$ cat config.mk
export PLATFORM = sky130hd
export DESIGN_NAME = bcdalu_core
export DESIGN_NICKNAME = d
export VERILOG_FILES = /design/src/bcdalu_core.v /design/src/bcdalu_regfile.v
export VERILOG_INCLUDE_DIRS = /design/src /design/src/pkg
export SDC_FILE = /design/constraint.sdc
export NUM_CORES = 1
export LEC_CHECK = 0
export BUFFER_PORTS_ARGS = -buffer_cell sky130_fd_sc_hd__buf_4
export CAP_MARGIN = 0
export CORE_ASPECT_RATIO = 2
export CORE_MARGIN = 2
export CORE_UTILIZATION = 55
export CTS_CLUSTER_SIZE = 12
export DETAILED_ROUTE_END_ITERATION = 10
export GPL_TIMING_DRIVEN = 0
export HOLD_SLACK_MARGIN = 0.02
export PLACE_DENSITY = 0.72
export SLEW_MARGIN = 10
export SYNTH_ARGS = -nofsm -noshare
export SYNTH_HDL_FRONTEND = slang
export SYNTH_SLANG_ARGS = --single-unit
$ cat constraint.sdc
create_clock -name ref_clk -period 10.4 [get_ports ref_clk]
set_input_delay 1.56 -clock ref_clk [delete_from_list [all_inputs] [get_ports ref_clk]]
set_output_delay 1.56 -clock ref_clk [all_outputs]
set_load 0.02 [all_outputs]
$ cat src/pkg/bcdalu_regs.vh
// Constants for the decimal-add and decrement datapath slice.
// Assumes inclusion by the design files of this block only.
`ifndef BCDALU_REGS_VH
`define BCDALU_REGS_VH
`define BCDALU_DATA_W 8
`define BCDALU_ADDR_W 8
`define BCDALU_OP_DAC 2'h1
`define BCDALU_OP_DEC 2'h2
`define BCDALU_OFF_CTRL 8'h00
`define BCDALU_OFF_SRC 8'h01
`define BCDALU_OFF_STATUS 8'h02
`define BCDALU_OFF_RESULT 8'h03
`define BCDALU_OFF_SEL 8'h04
`define BCDALU_OFF_FILE 8'h10
`define BCDALU_CTRL_GO_DAC 0
`define BCDALU_CTRL_GO_DEC 1
`define BCDALU_ST_C 0
`define BCDALU_ST_N 1
`define BCDALU_ST_Z 2
`define BCDALU_ST_V 3
`define BCDALU_ST_RESET 4'h0
`define BCDALU_FILE_DEPTH 16
`define BCDALU_FILE_AW 4
`endif

$ cat src/bcdalu_core.v
// Decimal add with carry and register decrement datapath with status flags.
// Assumes a synchronous register port master and a single 25 MHz clock.
// Function
// - Binary add with carry, decimal correct, store.
// - Carry set when decimal sum exceeds 99.
// - Operands are packed BCD; others undefined.
// - Zero source gives increment on carry.
// - Existing carry chains multi-byte decimal adds.
// - Decrement any register by one, store back.
// - Decrement carry clear only on 00 wrap.
// - Decrement overflow only on 80 to 7F.
`timescale 1ns/100ps
`include "bcdalu_regs.vh"
module bcdalu_core #(
   parameter DW = `BCDALU_DATA_W,
   parameter AW = `BCDALU_ADDR_W
) (
   input wire ref_clk,
   input wire rst_b,
   input wire [AW-1:0] regAddr,
   input wire [DW-1:0] regWrData,
   input wire regWrStb,
   input wire regRdStb,
   output reg [DW-1:0] regRdData
);
   localparam FAW = `BCDALU_FILE_AW;
   localparam S_IDLE = 2'h0;
   localparam S_FETCH = 2'h1;
   localparam S_EXEC = 2'h2;

   reg [1:0] state_reg;
   reg [1:0] op_reg;
   reg [DW-1:0] src_reg;
   reg [FAW-1:0] selected_register_reg;
   reg [3:0] status_reg;
   reg [DW-1:0] result_reg;
   reg rdPend_reg;
   reg [AW-1:0] rdAddr_reg;
   reg [1:0] state_next;

   wire [DW-1:0] fileRd;
   wire fileHit = (regAddr >= `BCDALU_OFF_FILE)
      && (regAddr < (`BCDALU_OFF_FILE + `BCDALU_FILE_DEPTH));
   wire [FAW-1:0] fileIdx = regAddr[FAW-1:0];
   wire busFileWr = regWrStb && fileHit && (state_reg == S_IDLE);
   wire goDac = regWrStb && (regAddr == `BCDALU_OFF_CTRL)
      && regWrData[`BCDALU_CTRL_GO_DAC];
   wire goDec = regWrStb && (regAddr == `BCDALU_OFF_CTRL)
      && regWrData[`BCDALU_CTRL_GO_DEC] && !regWrData[`BCDALU_CTRL_GO_DAC];

   // Binary sum first, then per-digit correction by six.
   // Non-decimal nibbles simply flow through the same adders.
   wire carryIn = status_reg[`BCDALU_ST_C];
   wire [8:0] binSum = {1'b0, src_reg} + {1'b0, fileRd} + {8'h00, carryIn};
   wire [4:0] loSum = {1'b0, src_reg[3:0]} + {1'b0, fileRd[3:0]} + {4'h0, carryIn};
   wire loAdj = (loSum > 5'h09);
   wire [8:0] sumLo = binSum + (loAdj ? 9'h006 : 9'h000);
   wire hiAdj = (sumLo[8:4] > 5'h09);
   wire [9:0] decSum = {1'b0, sumLo} + (hiAdj ? 10'h060 : 10'h000);
   // A zero source adds only the carry, so this is an increment on carry.
   wire [DW-1:0] dacRes = decSum[7:0];
   wire dacCarry = hiAdj;
   wire [DW-1:0] decRes = fileRd - 8'h01;
   wire decCarry = (fileRd != 8'h00);
   wire decOvf = (fileRd == 8'h80);
   wire [DW-1:0] opRes = (op_reg == `BCDALU_OP_DAC) ? dacRes : decRes;
   wire execWr = (state_reg == S_EXEC);

   always @* begin
      state_next = state_reg;
      case (state_reg)
         S_IDLE: begin
            if (goDac || goDec) begin
               state_next = S_FETCH;
            end
         end
         S_FETCH: begin
            state_next = S_EXEC;
         end
         S_EXEC: begin
            state_next = S_IDLE;
         end
         default: begin
            state_next = S_IDLE;
         end
      endcase
   end

   // The file read port is shared; while an operation runs it looks at the operand.
   wire [FAW-1:0] fileRdAddr = (state_reg == S_IDLE) ? fileIdx : selected_register_reg;

   bcdalu_regfile #(
      .DW(DW),
      .AW(FAW),
      .DEPTH(`BCDALU_FILE_DEPTH)
   ) u_file (
      .ref_clk(ref_clk),
      .wrEn(busFileWr || execWr),
      .wrAddr(execWr ? selected_register_reg : fileIdx),
      .wrData(execWr ? opRes : regWrData),
      .rdAddr(fileRdAddr),
      .rdData(fileRd)
   );

   always @(posedge ref_clk or negedge rst_b) begin
      if (!rst_b) begin
         state_reg <= S_IDLE;
         op_reg <= 2'h0;
         src_reg <= 8'h00;
         selected_register_reg <= 4'h0;
         status_reg <= `BCDALU_ST_RESET;
         result_reg <= 8'h00;
         rdPend_reg <= 1'b0;
         rdAddr_reg <= 8'h00;
      end else begin
         state_reg <= state_next;
         rdPend_reg <= regRdStb;
         rdAddr_reg <= regAddr;
         if (state_reg == S_IDLE && (goDac || goDec)) begin
            op_reg <= goDac ? `BCDALU_OP_DAC : `BCDALU_OP_DEC;
         end
         if (regWrStb && regAddr == `BCDALU_OFF_SRC && state_reg == S_IDLE) begin
            src_reg <= regWrData;
         end
         if (regWrStb && regAddr == `BCDALU_OFF_SEL && state_reg == S_IDLE) begin
            selected_register_reg <= regWrData[FAW-1:0];
         end
         if (execWr) begin
            result_reg <= opRes;
            status_reg[`BCDALU_ST_N] <= opRes[7];
            status_reg[`BCDALU_ST_Z] <= (opRes == 8'h00);
            if (op_reg == `BCDALU_OP_DAC) begin
               status_reg[`BCDALU_ST_C] <= dacCarry;
               // Overflow has no meaning for a decimal add; it is simply cleared.
               status_reg[`BCDALU_ST_V] <= 1'b0;
            end else begin
               status_reg[`BCDALU_ST_C] <= decCarry;
               status_reg[`BCDALU_ST_V] <= decOvf;
            end
         end else if (regWrStb && regAddr == `BCDALU_OFF_STATUS && state_reg == S_IDLE) begin
            // Software clears carry here before the first byte of a chain.
            status_reg <= regWrData[3:0];
         end
      end
   end

   // Read data stand only in the cycle after the strobe; unmapped reads give zero.
   always @* begin
      regRdData = 8'h00;
      if (rdPend_reg) begin
         case (rdAddr_reg)
            `BCDALU_OFF_CTRL: regRdData = {6'h00, op_reg & {2{state_reg != S_IDLE}}};
            `BCDALU_OFF_SRC: regRdData = src_reg;
            `BCDALU_OFF_STATUS: regRdData = {4'h0, status_reg};
            `BCDALU_OFF_RESULT: regRdData = result_reg;
            `BCDALU_OFF_SEL: regRdData = {4'h0, selected_register_reg};
            default: begin
               if (rdAddr_reg >= `BCDALU_OFF_FILE
                  && rdAddr_reg < (`BCDALU_OFF_FILE + `BCDALU_FILE_DEPTH)) begin
                  regRdData = fileRd;
               end
            end
         endcase
      end
   end
endmodule // bcdalu_core

$ cat src/bcdalu_regfile.v
// Small register file holding the working registers the datapath operates on.
// Assumes one write port and one registered read port on ref_clk.
`timescale 1ns/100ps
module bcdalu_regfile #(
   parameter DW = 8,
   parameter AW = 4,
   parameter DEPTH = 16
) (
   input wire ref_clk,
   input wire wrEn,
   input wire [AW-1:0] wrAddr,
   input wire [DW-1:0] wrData,
   input wire [AW-1:0] rdAddr,
   output reg [DW-1:0] rdData
);
   reg [DW-1:0] mem [0:DEPTH-1];
   always @(posedge ref_clk) begin
      if (wrEn) begin
         mem[wrAddr] <= wrData;
      end
      rdData <= mem[rdAddr];
   end
endmodule // bcdalu_regfile

==> impl_metrics.env <==
export IMPL_power_per_cell_area_nw_per_um2=171
export IMPL_initial_utilization_pct=56.4
export IMPL_mappedNetlistNets=637
export IMPL_final_worst_clock_skew_ps=8.31
export IMPL_number_of_library_cell_types_mapped_by_synthesis=61
export IMPL_synth_seq_cells=173
export IMPL_placement_io_buffers=27
export IMPL_final_common_cell="edfxtp_1"
export IMPL_clock_power_share_pct=38.2
export IMPL_worst_r2r_path_depth=21
export IMPL_power_net_switching_mw=0.416
export IMPL_power_leakage_nw=3.45
export IMPL_critical_path_required_ps=10680
export IMPL_nFillCells=1101
export IMPL_fp_row_count=62
export IMPL_cts_hold_fix_buffers=0
export IMPL_post_route_period_util_pct=63.9
export IMPL_share_of_layout_cells_above_drive_strength_1_pct=17.1
export IMPL_nNetsFinal=686
export IMPL_cts_tree="done"
export IMPL_numClockSinks=173
export IMPL_syn_area_um2=8090
export IMPL_synth_main_ff_cell="edfxtp_1"
export IMPL_timing_max_transition_violations_final=0
export IMPL_flow_area_growth_from_synthesis_pct=12.7
export IMPL_cts_root_buf="clkbuf_16"
export IMPL_drt_iter0_markers=387
export IMPL_share_seq_of_total_power_pct=49.4
export IMPL_yosys_area_top_type_share_pct=47.5
export IMPL_finalSetupTns_ps=0
export IMPL_p_int_mw=1.15
export IMPL_cts_root_to_sink_buffers=2
export IMPL_die_area_um2=15800
export IMPL_die_ht_um=176
export IMPL_final_hold_violation_count=0
export IMPL_yosys_warn_count=0
export IMPL_mean_number_of_vias_per_cell=6.50
export IMPL_worst_hold_path_endpoint="result_reg[1]"
export IMPL_registers_top_by_ff_count="u_file.mem"
export IMPL_antenna_violating_nets_post_route=0
export IMPL_synth_area_leader_cell="edfxtp_1"
export IMPL_largest_reg_flops=128
export IMPL_finalWirelength_mm=21.4
export IMPL_crit_arrival_ps=6920
export IMPL_count_of_flip_flops_with_a_built_in_enable_after_synthesis=128
export IMPL_routedWlPerCell_um=25.3
export IMPL_failed_checks="max-capacitance violations"
export IMPL_drc=0
export IMPL_synth_sequential_area_ratio_pct=60.9
export IMPL_grt_pass1_wl_mm=32.8
export IMPL_final_cell_mix="edfxtp_1, nor2_1, dfrtp_1"
export IMPL_post_cts_buffers=0
export IMPL_postSynth_asyncResetShare_pct=21.4
export IMPL_final_hold_worst_slack_ps=485
export IMPL_die_width_um=89.8
export IMPL_critPathMaxFanout=9
export IMPL_worstSkewPairLatency_ps=430
export IMPL_critical_path_reg2reg_endpoint="u_file.mem[14][7]"
export IMPL_ir_worst_vdd_mv=0.128
export IMPL_grt_max_degree=38
export IMPL_hold_depth=1
export IMPL_drt_pass1_iterations=5
export IMPL_netlist_top_cells_area="edfxtp_1, dfrtp_1, mux4_2"
export IMPL_vias=5513
export IMPL_transition_time_at_the_pin_with_the_least_slew_margin_ps=1450
export IMPL_pwr_share_comb_pct=12.5
export IMPL_grt_remaining_overflow=0
export IMPL_holdCritPathClass="register to register"
export IMPL_layout_min_cycle_time_ps=6650
export IMPL_dpl_hpwl_mm=16.0
export IMPL_launch_instance_of_the_worst_min_delay_path="result_reg[1]"
export IMPL_ctsHtreeMaxLevel=4
export IMPL_worst_r2r_setup_slack_ps=3750
export IMPL_post_cts_resized=0
export IMPL_switching_share_pct=26.6
export IMPL_place_gp_congestion=0.960
export IMPL_drv_cap=1
export IMPL_clk_pin_slew_worst_paths_ps=70
export IMPL_gr_usage_all_layers_pct=28.4
export IMPL_setup_viol=0
export IMPL_start_to_end_type_of_the_worst_setup_path="register to register"
export IMPL_maxClockFrequency_mhz=150
export IMPL_crit_reg2reg_launch="u_file.rdData[0]"
export IMPL_grt_setup_unrepaired="false"
export IMPL_crit_path_start_kind="register"
export IMPL_status="finished, violations left"
export IMPL_antenna_violations_before_repair=0
export IMPL_worst_slew_slack_as_a_fraction_of_its_limit_pct=1.05
export IMPL_design_portCount=28
export IMPL_diodes=0
export IMPL_worst_setup_path_end_kind="register"
export IMPL_cts_inserted_buffers=17
export IMPL_core_region_area_um2=14400
export IMPL_syn_instance_count=594
export IMPL_number_of_global_route_vias_before_repair=5776
export IMPL_avgSynthCellArea_um2=13.6
cell usage after synthesis (3+ instances only):
library cell and number:
a2111oi_0 33, a211oi_1 5, a21o_1 9, a21oi_1 9, a222oi_1 8, a31oi_1 9, and3_1 36, buf_2 4
buf_6 3, clkbuf_1 18, dfrtp_1 37, dfxtp_1 8, edfxtp_1 128, fa_1 4, ha_1 19, inv_1 15
mux2_2 15, mux2i_1 20, mux4_2 16, nand2_1 33, nand3_1 7, nand4_1 4, nor2_1 43, nor2b_1 6
nor3_1 5, nor3b_1 6, nor4_1 4, o211ai_1 3, o21ai_0 21, o21bai_1 3, or3_1 3, or4_1 12
xnor2_1 6, xor2_1 5
worst max path at each step:
stage          depth (start not counted)              from                end  slack (ps)
6_report                              21  u_file.rdData[0]  u_file.mem[14][7]        3750
2_1_floorplan                         20  u_file.rdData[0]   u_file.mem[0][7]        4780
3_5_place_dp                          19  u_file.rdData[0]  u_file.mem[10][6]        3720
5_1_grt                               21  u_file.rdData[0]   u_file.mem[0][7]        3290
3_3_place_gp                          20  u_file.rdData[0]  u_file.mem[12][7]        3240
4_1_cts                               19  u_file.rdData[0]  u_file.mem[10][6]        3660
kinds of logic (layout without fill, tap and decap cells):
group,count (synthesis),in the layout,synth area share [%]
XOR/XNOR,11,11,1.19
flip-flops,173,173,60.9
adder cells (fa/ha/maj),23,23,3.93
buffers and inverters,47,109,2.69
AND/OR/NAND/NOR,173,173,11.5
AO/OA/AOI/OAI,114,114,10.4
multiplexers,53,53,9.37
worst max-delay path: stages, from the launching register on:
cell      delay, ps
dfxtp_1         480
inv_1           160
fa_1            450
fa_1            410
nor2b_1         170
o21ai_0         110
a311oi_1        660
xnor2_1         140
ha_1            200
o21bai_1        200
ha_1            330
a211oi_1        540
o21ai_0         240
xor2_1          230
o21bai_1        230
nand2_1         130
ha_1            210
fa_1            390
nand2_1          70
o221ai_1        230
o21ai_1         600
buf_4           300
metrics by stage:
step	util (%)	instance area [µm²]	power [mW]	instances	setup slack, ps
6_report	63.5	9120	1.56	848	3750
3_5_place_dp	59.7	8560	0.974	816	3720
5_1_grt	63.5	9120	1.62	848	3290
3_3_place_gp	59.5	8530	0.964	813	3240
2_1_floorplan	-	8090	0.905	594	4780
4_1_cts	63.5	9110	1.57	848	3660
power groups by stage:
| stage | combinational [mW] | sequential, mW | clock, mW |
|---|---|---|---|
| 2_1_floorplan | 0.127 | 0.778 | 0 |
| 3_3_place_gp | 0.179 | 0.785 | 0 |
| 3_5_place_dp | 0.190 | 0.785 | 0 |
| 4_1_cts | 0.193 | 0.770 | 0.604 |
| 5_1_grt | 0.215 | 0.771 | 0.633 |
| 6_report | 0.195 | 0.771 | 0.596 |
final cells by class:
| type | count | area [µm²] | share of cell area, % |
|---|---|---|---|
| buffer | 32 | 161 | 1.77 |
| clock buffer | 17 | 425 | 4.67 |
| clock inverter | 15 | 129 | 1.41 |
| inverter | 15 | 56.3 | 0.617 |
| multi-input combinational | 374 | 2950 | 32.3 |
| sequential | 173 | 4930 | 54.1 |
| tap | 192 | 240 | 2.63 |
| timing repair buffer | 30 | 229 | 2.51 |
per-layer routing:
| layer | track usage [%] | share of wire (%) | vias up |
|---|---|---|---|
| li1 | - | - | 2442 |
| met3 | 4.42 | 4.0 | 93 |
| met2 | 52.7 | 55 | 229 |
| met4 | 24.8 | 9.2 | 0 |
| met5 | 0 | 0 | - |
| met1 | 26.3 | 32 | 2749 |
(Power assumes the default switching activity.)
